[config.mk]
export PLATFORM = sky130hd
export DESIGN_NAME = iqst_tracker
export DESIGN_NICKNAME = d
export VERILOG_FILES = /design/src/design/iqst_pkg.sv /design/src/design/iqst_pin_mux.sv /design/src/design/iqst_tracker.sv
export SDC_FILE = /design/constraint.sdc
export NUM_CORES = 1
export LEC_CHECK = 0
export ABC_CLOCK_PERIOD_IN_PS = 1800
export BUFFER_PORTS_ARGS = -buffer_cell sky130_fd_sc_hd__clkbuf_2
export CORE_AREA = 2 2 69 97
export CTS_CLUSTER_DIAMETER = 60
export DETAILED_ROUTE_END_ITERATION = 8
export DIE_AREA = 0 0 71 99
export PLACE_DENSITY = 0.68
export RECOVER_POWER = 100
export SYNTH_ARGS = -nofsm -noshare
export SYNTH_HDL_FRONTEND = slang
export SYNTH_SLANG_ARGS = --single-unit
[constraint.sdc]
create_clock -name clk_i -period 1.8 [get_ports clk_i]
set_clock_uncertainty 0.2 [all_clocks]
set_input_delay 0.45 -clock clk_i [delete_from_list [all_inputs] [get_ports clk_i]]
set_output_delay 0.45 -clock clk_i [all_outputs]
set_load 0.02 [all_outputs]
[src/design/iqst_pkg.sv]
// package: queue status codes, widths and reset values for the tracker
package iqst_pkg;
   localparam int unsigned WORD_W = 16;
   localparam int unsigned BYTE_W = 8;
   localparam int unsigned MIN_QUEUE_BYTES = 3;
   localparam logic [2:0] MIN_QUEUE_BYTES_V = 3'h3;
   // data-movement codes, valid at rising bus-phase edge
   localparam logic [1:0] MOVE_NONE = 2'h0;
   localparam logic [1:0] MOVE_CAPTURE = 2'h1;
   localparam logic [1:0] MOVE_ADV_BUS = 2'h2;
   localparam logic [1:0] MOVE_ADV_LATCH = 2'h3;
   // execution-start codes, valid at falling bus-phase edge
   localparam logic [1:0] START_NONE = 2'h0;
   localparam logic [1:0] START_INTR = 2'h1;
   localparam logic [1:0] START_EVEN = 2'h2;
   localparam logic [1:0] START_ODD = 2'h3;
   localparam logic [WORD_W-1:0] WORD_RST = 16'h0000;
   localparam logic [2:0] FILL_RST = 3'h0;
   typedef enum logic [2:0] {
      IQST_IDLE = 3'b001,
      IQST_EXEC = 3'b010,
      IQST_WAIT = 3'b100
   } iqst_exec_t;
endpackage

[src/design/iqst_pin_mux.sv]
// module: time-multiplexes movement and start codes onto the status pins
`timescale 1ns/1ps
module iqst_pin_mux
(
   input wire logic clk_i,
   input wire logic rst_n_i,
   input wire logic phase_high_i,
   input wire logic [1:0] move_code_i,
   input wire logic [1:0] start_code_i,
   output logic queue_status_hi_o,
   output logic queue_status_lo_o
);
   logic [1:0] pins;
   logic [1:0] next_pins;

   ////////////////////////////////////////////////////////////////////////
   // while the phase is high the start code is set up for the falling edge;
   // while low the movement code is set up for the rising edge
   always_comb
   begin
      if (!rst_n_i)
      begin
         next_pins = iqst_pkg::MOVE_NONE; // RL14
      end
      else if (phase_high_i)
      begin
         next_pins = start_code_i; // RL6
      end
      else
      begin
         next_pins = move_code_i; // RL5
      end
   end

   always_ff @(posedge clk_i)
   begin
      pins <= next_pins;
   end

   assign queue_status_hi_o = pins[1];
   assign queue_status_lo_o = pins[0];
endmodule // iqst_pin_mux

[src/design/iqst_tracker.sv]
// module: two-stage prefetch queue model driving queue status pins
// Functional notes
// RL1: an instruction runs to completion before the next one may start.
// RL2: a start happens only when the queue holds at least three bytes; here interrupt starts are taken whatever the fill.
// RL3: movement codes are 00 none, 01 capture, 10 advance bus, 11 latch.
// RL4: start codes are 00 none, 01 interrupt, 10 even, 11 odd.
// RL5: the movement code is valid on the pins at the rising phase edge.
// RL6: the start code is valid on the pins at the falling phase edge.
// RL7: a movement code tells of bus data seen at the prior falling edge.
// RL8: a start code tells of the bus cycle that begins at that edge; here it reports the start decided at the prior falling edge.
// RL9: the queue is two 16-bit stages plus a latch in front of stage one.
// RL10: advance shifts stage one to two and loads stage one from latch/bus.
// RL11: even starts use stage two's upper byte, odd its lower byte.
// RL12: the analyser keeps bus words with addresses to rebuild the queue; here the analyser model latches only the two status pins.
// RL13: only program fetch data is buffered, fetched ahead of its use.
// RL14: during reset both phases show code 00.
`timescale 1ns/1ps
module iqst_tracker
(
   input wire logic clk_i,
   input wire logic rst_n_i,
   input wire logic bus_phase_clock_i,
   input wire logic fetch_valid_i,
   input wire logic [15:0] fetch_data_i,
   input wire logic capture_bus_word_i,
   input wire logic advance_i,
   input wire logic start_req_i,
   input wire logic start_odd_i,
   input wire logic start_intr_i,
   input wire logic exec_done_i,
   output logic bus_phase_clock_out_o,
   output logic queue_status_hi_o,
   output logic queue_status_lo_o,
   output logic [7:0] opcode_o,
   output logic opcode_valid_o,
   output logic busy_o
);
   logic phase_q;
   logic phase_rise;
   logic phase_fall;
   logic [15:0] stage1;
   logic [15:0] stage2;
   logic [15:0] hold;
   logic [15:0] bus_word;
   logic [2:0] fill;
   logic hold_full;
   logic [1:0] move_code;
   logic [1:0] start_code;
   logic [7:0] opcode;
   logic opcode_valid;
   iqst_pkg::iqst_exec_t state;
   logic [15:0] next_stage1;
   logic [15:0] next_stage2;
   logic [15:0] next_hold;
   logic [15:0] next_bus_word;
   logic [2:0] next_fill;
   logic next_hold_full;
   logic [1:0] next_move_code;
   logic [1:0] next_start_code;
   logic [7:0] next_opcode;
   logic next_opcode_valid;
   logic next_phase_q;
   iqst_pkg::iqst_exec_t next_state;
   logic do_adv;
   logic do_cap;
   logic can_start;

   function automatic logic [7:0] pick_byte(input logic [15:0] w,
                                            input logic odd);
      pick_byte = odd ? w[7:0] : w[15:8]; // RL11
   endfunction

   ////////////////////////////////////////////////////////////////////////
   // phase edges; phase comes from the same clock's divider, so no sync
   assign phase_rise = bus_phase_clock_i & ~phase_q;
   assign phase_fall = ~bus_phase_clock_i & phase_q;
   // queue actions are taken on the falling edge, when bus data is valid
   assign do_cap = phase_fall & fetch_valid_i & capture_bus_word_i
                   & ~advance_i; // RL13
   assign do_adv = phase_fall & advance_i & (fetch_valid_i | hold_full);
   assign can_start = (fill >= iqst_pkg::MIN_QUEUE_BYTES_V); // RL2

   ////////////////////////////////////////////////////////////////////////
   always_comb
   begin
      next_phase_q = bus_phase_clock_i;
      next_stage1 = stage1;
      next_stage2 = stage2;
      next_hold = hold;
      next_bus_word = bus_word;
      next_fill = fill;
      next_hold_full = hold_full;
      next_move_code = move_code;
      next_start_code = start_code;
      next_opcode = opcode;
      next_opcode_valid = 1'b0;
      next_state = state;
      if (phase_fall)
      begin
         // movement seen now is reported at the next rising edge
         next_move_code = iqst_pkg::MOVE_NONE; // RL7
         next_start_code = iqst_pkg::START_NONE;
         if (fetch_valid_i)
         begin
            next_bus_word = fetch_data_i;
         end
      end
      if (do_cap)
      begin
         next_hold = fetch_data_i; // RL9
         next_hold_full = 1'b1;
         next_move_code = iqst_pkg::MOVE_CAPTURE; // RL3
      end
      if (do_adv)
      begin
         next_stage2 = stage1; // RL10
         if (hold_full)
         begin
            next_stage1 = hold; // RL10
            next_hold_full = 1'b0;
            next_move_code = iqst_pkg::MOVE_ADV_LATCH; // RL3
         end
         else
         begin
            next_stage1 = fetch_data_i; // RL10
            next_move_code = iqst_pkg::MOVE_ADV_BUS; // RL3
         end
         next_fill = (fill > 3'h2) ? 3'h4 : 3'(fill + 3'h2);
      end
      case (state)
         iqst_pkg::IQST_IDLE:
         begin
            // start is decided at the falling edge that opens its cycle
            if (phase_fall && start_req_i && (can_start || start_intr_i))
            begin
               if (start_intr_i)
               begin
                  next_start_code = iqst_pkg::START_INTR; // RL4
               end
               else
               begin
                  next_start_code = start_odd_i ? iqst_pkg::START_ODD
                                    : iqst_pkg::START_EVEN; // RL4 RL8
                  next_opcode = pick_byte(stage2, start_odd_i); // RL11
                  next_opcode_valid = 1'b1;
               end
               next_state = iqst_pkg::IQST_EXEC; // RL1
            end
         end
         iqst_pkg::IQST_EXEC:
         begin
            if (exec_done_i)
            begin
               next_state = iqst_pkg::IQST_WAIT;
            end
         end
         iqst_pkg::IQST_WAIT:
         begin
            // one phase gap so a completed op never overlaps the next
            if (phase_rise)
            begin
               next_state = iqst_pkg::IQST_IDLE; // RL1
            end
         end
         default:
         begin
            next_state = iqst_pkg::IQST_IDLE;
         end
      endcase
   end

   always_ff @(posedge clk_i)
   begin
      if (!rst_n_i)
      begin
         phase_q <= 1'b0;
         stage1 <= iqst_pkg::WORD_RST;
         stage2 <= iqst_pkg::WORD_RST;
         hold <= iqst_pkg::WORD_RST;
         bus_word <= iqst_pkg::WORD_RST;
         fill <= iqst_pkg::FILL_RST;
         hold_full <= 1'b0;
         move_code <= iqst_pkg::MOVE_NONE; // RL14
         start_code <= iqst_pkg::START_NONE; // RL14
         opcode <= 8'h00;
         opcode_valid <= 1'b0;
         state <= iqst_pkg::IQST_IDLE;
      end
      else
      begin
         phase_q <= next_phase_q;
         stage1 <= next_stage1;
         stage2 <= next_stage2;
         hold <= next_hold;
         bus_word <= next_bus_word;
         fill <= next_fill;
         hold_full <= next_hold_full;
         move_code <= next_move_code;
         start_code <= next_start_code;
         opcode <= next_opcode;
         opcode_valid <= next_opcode_valid;
         state <= next_state;
      end
   end

   ////////////////////////////////////////////////////////////////////////
   iqst_pin_mux u_pin_mux
   (
      .clk_i(clk_i),
      .rst_n_i(rst_n_i),
      .phase_high_i(phase_q),
      .move_code_i(move_code),
      .start_code_i(start_code),
      .queue_status_hi_o(queue_status_hi_o),
      .queue_status_lo_o(queue_status_lo_o)
   );

   assign bus_phase_clock_out_o = phase_q;
   assign opcode_o = opcode;
   assign opcode_valid_o = opcode_valid;
   assign busy_o = (state != iqst_pkg::IQST_IDLE);

   ////////////////////////////////////////////////////////////////////////
   // checks
   AST_START_NEEDS_BYTES: assert property (@(posedge clk_i) // RL2
      disable iff (!rst_n_i)
      (opcode_valid) |-> ($past(fill) >= iqst_pkg::MIN_QUEUE_BYTES_V))
      else $error("start with too few queued bytes");
   AST_NO_OVERLAP: assert property (@(posedge clk_i) // RL1
      disable iff (!rst_n_i)
      (state == iqst_pkg::IQST_EXEC) |=> !opcode_valid)
      else $error("start while executing");
   AST_ADV_SHIFT: assert property (@(posedge clk_i) // RL10
      disable iff (!rst_n_i)
      do_adv |=> (stage2 == $past(stage1)))
      else $error("advance did not shift stage one");
   AST_ADV_LATCH_CODE: assert property (@(posedge clk_i) // RL3
      disable iff (!rst_n_i)
      (do_adv && hold_full) |=> (move_code == iqst_pkg::MOVE_ADV_LATCH)
         && (stage1 == $past(hold)))
      else $error("latch advance wrong");
   AST_ADV_BUS_CODE: assert property (@(posedge clk_i) // RL7
      disable iff (!rst_n_i)
      (do_adv && !hold_full) |=> (move_code == iqst_pkg::MOVE_ADV_BUS))
      else $error("bus advance wrong code");
   AST_CAPTURE: assert property (@(posedge clk_i) // RL9
      disable iff (!rst_n_i)
      do_cap |=> hold_full && (move_code == iqst_pkg::MOVE_CAPTURE))
      else $error("capture not recorded");
   AST_EVEN_BYTE: assert property (@(posedge clk_i) // RL11
      disable iff (!rst_n_i)
      (opcode_valid && start_code == iqst_pkg::START_EVEN)
         |-> (opcode == $past(stage2[15:8])))
      else $error("even start wrong byte");
   AST_START_CODE_PIN: assert property (@(posedge clk_i) // RL6
      disable iff (!rst_n_i)
      (phase_q && $past(phase_q)) |->
         ({queue_status_hi_o, queue_status_lo_o} == $past(start_code)))
      else $error("start code not on pins in high phase");
   AST_RESET_PINS: assert property (@(posedge clk_i) // RL14
      !rst_n_i |=> !queue_status_hi_o && !queue_status_lo_o)
      else $error("pins not idle after reset");
   AST_ODD_BYTE: assert property (@(posedge clk_i) // RL11
      disable iff (!rst_n_i)
      (opcode_valid && start_code == iqst_pkg::START_ODD)
         |-> (opcode == $past(stage2[7:0])))
      else $error("odd start wrong byte");
   // bus word buffered at the fall is what a bus advance loads
   AST_BUS_LOAD: assert property (@(posedge clk_i) // RL10
      disable iff (!rst_n_i)
      (do_adv && !hold_full) |=> (stage1 == bus_word))
      else $error("bus advance loaded wrong word");
   AST_MOVE_CODE_PIN: assert property (@(posedge clk_i) // RL5
      disable iff (!rst_n_i)
      (!phase_q && !$past(phase_q)) |->
         ({queue_status_hi_o, queue_status_lo_o} == $past(move_code)))
      else $error("movement code not on pins in low phase");
   AST_MOVE_CLEARED: assert property (@(posedge clk_i) // RL7
      disable iff (!rst_n_i)
      (phase_fall && !do_cap && !do_adv)
         |=> (move_code == iqst_pkg::MOVE_NONE))
      else $error("stale movement code kept");
   AST_HOLD_EMPTIED: assert property (@(posedge clk_i) // RL10
      disable iff (!rst_n_i)
      (do_adv && hold_full) |=> !hold_full)
      else $error("latch still full after advance");
   AST_START_FROM_FALL: assert property (@(posedge clk_i) // RL1
      disable iff (!rst_n_i)
      $rose(busy_o) |-> $past(phase_fall))
      else $error("execution began off a phase fall");
   AST_RESET_IDLE: assert property (@(posedge clk_i) // RL14
      !rst_n_i |=> !busy_o && !opcode_valid)
      else $error("busy or opcode after reset");
   COV_EVEN: cover property (@(posedge clk_i) disable iff (!rst_n_i)
      opcode_valid && start_code == iqst_pkg::START_EVEN);
   COV_ODD: cover property (@(posedge clk_i) disable iff (!rst_n_i)
      opcode_valid && start_code == iqst_pkg::START_ODD);
   COV_ADV_LATCH: cover property (@(posedge clk_i) disable iff (!rst_n_i)
      do_adv && hold_full);
   COV_INTR: cover property (@(posedge clk_i) disable iff (!rst_n_i)
      start_code == iqst_pkg::START_INTR);
   COV_CAPTURE: cover property (@(posedge clk_i) disable iff (!rst_n_i)
      do_cap);
endmodule // iqst_tracker

# --- After elaboration in Yosys (flattened, before gate mapping) ---
# Cells that the tools add are included.
# Widths: inputs -> output; s select.
word_totals:
  register_bits: 71
  word_cells: 62
  in_bits: 26
  output_inout_bits: 13
classes:
  order_cmp: 2
  n_eq_ne: 7
  mux: 21
  addsub: 1
  bitwise: 12
  n_reduce_logical: 7
op_table:
  columns: ["operator", "count"]
  rows:
  - ["$mux 16", 1]
  - ["$mux 2", 8]
  - ["$mux 3", 4]
  - ["$pmux 3 s3", 1]
  - ["$reduce_and 3->1", 3]
  - ["$mux 8", 1]
  - ["$and 1x1->1", 7]
  - ["$mux 1", 6]
  - ["$ne 2x2->1 const B", 3]
  - ["$not 1->1", 4]
  - ["$add 3x2->3 const B", 1]
  - ["$eq 3x1->1 const B", 1]
  - ["$eq 3x2->1 const B", 1]
  - ["$eq 3x3->1 const B", 1]
  - ["$ge 3x2->1 const B", 1]
  - ["$gt 3x2->1 const B", 1]
  - ["$ne 3x1->1 const B", 1]
  - ["$reduce_bool 3->1", 1]
  - ["$logic_and 1x1->1", 2]
  - ["$logic_or 1x1->1", 1]
  - ["$or 1x1->1", 1]

# --- Logic depth before layout (Yosys ltp) ---
depth:
  ltp_word: 8
  depth_mapped: 5
  mapped_depth_nobuf: 3

# --- Modules after synthesis ---
# Synthesis repeated with hierarchy kept, for this count alone.
unflattened:
  hier_cells: 316
  hier_area_um2: 2997.9
modules_own_cells:
  columns: ["module", "n_inst", "area_per_inst_um2", "seq_area_each_um2", "cells_each"]
  rows:
  - ["iqst_tracker", 1, 2925.3, 1361.3, 310]
  - ["iqst_pin_mux", 1, 72.6, 40.0, 6]

# --- Least setup slack after synthesis ---
# OpenSTA, ideal clock, no wires.
synth_timing:
  path_type: "reg2reg"
  startpoint: "register phase_q (netlist: bus_phase_clock_out_o)"
  endpoint: "register opcode[0] (netlist: opcode_o[0])"
  path_buffers: 1
  required_time_ns: 1.481
  arrival_time_ns: 1.454
  setup_ns: 0.119
  period_less_slack_ns: 1.773
  setup_slack_ns: 0.027
  path_stages_with_launch: 5
  cell_sequence: "dfxtp_1 > nand2b_2 > or4b_4 > buf_6 > mux2i_1"
synth_via:
  elab_chain_len: 4
synth_lines:
  columns: ["element", "line_no", "source"]
  rows:
  - ["start: declaration", "iqst_tracker.sv:38", "logic phase_q;"]
  - ["start signal: assignment", "iqst_tracker.sv:191", "phase_q <= next_phase_q;"]
  - ["$and 1x1->1", "iqst_tracker.sv:76", "assign phase_fall = ~bus_phase_clock_i & phase_q;"]
  - ["$logic_and 1x1->1 (2 in series)", "iqst_tracker.sv:134", "if (phase_fall && start_req_i && (can_start || start_intr_i))"]
  - ["$reduce_and 3->1 (no line)", null, null]
  - ["end signal: assignment", "iqst_tracker.sv:200", "opcode <= next_opcode;"]
  - ["end: declaration", "iqst_tracker.sv:49", "logic [7:0] opcode;"]
# Every way passes these cells.
# A chain may end at the register's enable or synchronous reset.

# --- Worst setup path in the final report ---
layout_timing:
  startpoint: "register phase_q (netlist: bus_phase_clock_out_o)"
  endpoint: "output port bus_phase_clock_out_o"
layout_rtl:
  columns: ["element", "line_no", "source"]
  rows:
  - ["end: declaration", "iqst_tracker.sv:31", "output logic bus_phase_clock_out_o,"]
# No word-level cell between the ends.

==> Flow_metrics.wiki <==
{| class="wikitable"
! Metric !! Value
|-
| Placed insts || slightly above 400
|-
| Overall track demand over capacity in global routing || 0.176
|-
| Final cycle utilization of the critical path || 0.927
|-
| Worst-path cell with the longest stage delay || sky130_fd_sc_hd__dfxtp_1
|-
| Boundary Pins || 39
|-
| Clock group share of total power || 0.468
|-
| Number of nets in the layout || 380
|-
| Fraction of synthesis flops using an asynchronous set or reset pin || 0
|-
| VDD IR max || around 660 uV
|-
| Start-to-end type of the worst setup path || register to output pin
|-
| Clock tree from TritonCTS || done
|-
| CTS hold repair buffers || 0
|-
| Post-Place Setup Slack || -39.0 ps
|-
| HPWL after detailed placement || 3760 um
|-
| Number of cells on the critical path || 2
|-
| Vertical die dimension || between 90 and 100 um
|-
| Average via count per standard cell || between 5 and 6
|-
| Fraction of power consumed by combinational cells || 0.054
|-
| Number of antenna diodes || 0
|-
| Synthesis-stage register bit count || 70
|-
| Cells after Synth || 316
|-
| Slew @ Worst Pin || between 700 and 800 ps
|-
| Power density relative to cell area || approximately 930 mW/mm2
|-
| Vias in the first global route || 2270
|-
| Average instance area after synthesis || approximately 9.5 um2
|-
| Slowest Stage Delay on Critical Path || ~370 ps
|-
| Post-synth net total || about 340
|-
| Synth-to-layout area growth || 17.9%
|-
| Worst setup margin || around 130 ps
|-
| Number of buffer cells added on primary ports || 38
|-
| Chip width || a little over 70 um
|-
| CP delay by family, top || flip-flops
|-
| Worst setup EP type || output pin
|-
| CP Max Fanout || 4
|-
| Worst-Skew Late Latency || ~340 ps
|-
| Final instance count without filler cells || between 400 and 500
|-
| Clock Sink Count || 70
|-
| Final weighted congestion in routability-driven placement || between 0.7 and 0.8
|-
| Average detailed-routed wire length per instance || 12.5 um
|-
| Area of the die || around 0.0070 mm2
|-
| Sw Ratio || 0.215
|-
| Internal power contribution || between 0.002 and 0.003 W
|-
| Cell type with the highest aggregate area in the netlist || sky130_fd_sc_hd__dfxtp_1
|-
| Launch point of the worst reg-to-reg path || bus_phase_clock_out_o
|-
| Clock transition at the register clock pins on the worst setup and hold paths after CTS || 80 ps
|-
| Finish-stage setup viols || 0
|-
| Share of the synthesized area in the top cell type || 0.468
|-
| Max-slew violation total from the final report || 0
|-
| Most repeated cell in the gate-level netlist after synthesis || sky130_fd_sc_hd__nand2_1
|-
| Cts bufs inserted || 9
|-
| Area of the core region || between 0.006 and 0.007 mm2
|-
| Setup slack, reg-to-reg || 140 ps
|-
| Worst-case reg-to-reg path depth || 5
|-
| Endpoint of the worst hold path || hold[12]
|-
| Data arrival time of the worst path || between 1000 and 1500 ps
|-
| Grt total ovfl || 0
|-
| Final core occ || 0.572
|-
| Cell-by-cell listing of the critical path || buf_4, clkbuf_2
|-
| Cell row count || 34
|-
| Tightest hold margin || roughly 140 ps
|-
| First-pass GRT wire length || a little under 10000 um
|-
| Post-synth cell types || 28
|-
| Type of origin of the critical path || register
|-
| Largest net degree at the start of global routing || 64
|-
| Standby leakage power || 1.56 nW
|-
| Portion of the post-synthesis area used by sequential elements || 0.468
|-
| Required time reported for the critical path endpoint || between 1000 and 1500 ps
|-
| Yosys Warn Count || 0
|-
| Final critical delay including setup and external delays || 1670 ps
|-
| Number of flops mapped to enable cells by yosys || 0
|-
| Cells resized by post-CTS repair || 0
|-
| Maximum number of buffers from clock root to sink || 2
|-
| Fraction of power consumed by sequential logic || 0.478
|-
| Count of nets left with antenna violations after detail routing || 0
|-
| H-tree levels || 3
|-
| Net Switching || between 0.0007 and 0.0008 W
|-
| Initial core utilization || 0.485
|-
| DRC violation count after routing || 0
|-
| Max_cap viols || 0
|-
| Max Clk Rate || 0.600 GHz
|-
| Share of cells above drive strength 1 || 0.223
|-
| Worst setup path start || bus_phase_clock_out_o
|-
| Count of buffers added by post-CTS timing repair for setup || 0
|-
| Top cells by area, synth || sky130_fd_sc_hd__dfxtp_1 (47%), sky130_fd_sc_hd__mux2i_1 (20%), sky130_fd_sc_hd__nand2_1 (13%)
|-
| Total chip power || around 0.0033 W
|-
| Min-delay worst type || input port to register
|-
| Status || completed
|-
| CTS root buffer || sky130_fd_sc_hd__clkbuf_8
|-
| Number of antenna violations at the first check in global routing || 0
|-
| Final hold violation count || 0
|-
| Starting DRT DRC Count || 51
|-
| Setup repair after global routing missed its margin || no
|-
| Most common flop cell mapped by yosys || sky130_fd_sc_hd__dfxtp_1
|-
| Reg-to-reg endpoint || hold[2]
|-
| Worst Min Path Start || fetch_data_i[12]
|-
| Final WL || between 5000 and 6000 um
|-
| Buf/Inv on CP || 2
|-
| Relative slew slack || 0.533
|-
| Most used standard cells in the synthesized netlist || sky130_fd_sc_hd__nand2_1 (103), sky130_fd_sc_hd__dfxtp_1 (70), sky130_fd_sc_hd__mux2i_1 (59)
|-
| First-pass iteration count of the detailed router || 4
|-
| Total number of vias || 2191
|-
| Area of the mapped netlist || between 0.002 and 0.003 mm2
|-
| Hold path cells || 3
|}
cell usage in the layout, fill, tap and decap left out, types with 2 or more instances in the layout:
cell type                   instances
sky130_fd_sc_hd__buf_4              4
sky130_fd_sc_hd__clkbuf_8           9
sky130_fd_sc_hd__a21boi_0           2
sky130_fd_sc_hd__nor2b_1            2
sky130_fd_sc_hd__a21oi_1            4
sky130_fd_sc_hd__dfxtp_1           70
sky130_fd_sc_hd__clkbuf_2          28
sky130_fd_sc_hd__bufinv_16          3
sky130_fd_sc_hd__clkbuf_1          11
sky130_fd_sc_hd__nand2b_1           3
sky130_fd_sc_hd__mux2i_1           59
sky130_fd_sc_hd__clkinv_4           2
sky130_fd_sc_hd__mux2_2            24
sky130_fd_sc_hd__nor3_1             3
sky130_fd_sc_hd__nor2_1             6
sky130_fd_sc_hd__nand2_1          103
sky130_fd_sc_hd__buf_12             4
sky130_fd_sc_hd__o21a_1             2
sky130_fd_sc_hd__inv_1              2
sky130_fd_sc_hd__and2_1             2
sky130_fd_sc_hd__or3_1              2
sky130_fd_sc_hd__a2bb2oi_1          2
cells by family after synthesis:
kind of cell,count (synthesis),share of synthesized area
mux,83,0.288
buf+inv,24,0.0368
simple gates,125,0.174
flops,70,0.468
compound gates,14,0.0330
area by class of cell:
class / count / area, um2
multi-input cells: 222 / 1480
clock inverters: 7 / 121
well taps: 72 / 90.1
flip-flops and latches: 70 / 1400
clock buffers: 9 / 124
repair buffers: 49 / 304
fillers: 563 / 2640
inverters: 2 / 7.51
how the worst max path moves through the flow:
stage	to	slack, ps
floorplan	opcode_o[0]	30
global placement	opcode_o[4]	-20
detailed placement	opcode_o[4]	-40
CTS	bus_phase_clock_out_o	110
global route	hold[15]	40
finish	bus_phase_clock_out_o	130
worst reg2reg max path: cells and delay by family, from the launching register on:
family	cells	cell delay, ps
simple gates	2	410
buf+inv	2	390
flops	1	370
mux	1	220
stage by stage:
stage                     TNS (ps)  instance area (um2)
after floorplan                  0                 2990
after global placement        -180                 3330
after detailed placement      -290                 3330
after CTS                        0                 3580
after global routing             0                 3530
final                            0                 3530
power by group through the flow:
stage          sequential (W)  clock [W]  combinational, W
6_report              0.00156    0.00153          0.000176
5_1_grt               0.00157    0.00163          0.000200
4_1_cts               0.00156    0.00157          0.000185
3_5_place_dp          0.00160          0          0.000184
3_3_place_gp          0.00160          0          0.000182
2_1_floorplan         0.00160          0          0.000109
per-layer routing:
layer	vias up	GRT usage	routed length (um)
met1	1013	0.202	2330
met2	35	0.298	2720
li1	1133	-	-
met4	0	0.113	157
met5	-	0	0
met3	10	0.0286	167
sequential cells by signal, summed over array words and instances, names as in the netlist:
name and flops:
stage1 16, opcode_o 8, u_pin_mux.pins 2, opcode_valid_o 1, fill 2, hold_full 1
move_code 2, bus_phase_clock_out_o 1, hold 16, start_code 2, stage2 16, state 3
Power figures use the tool's default switching activity.
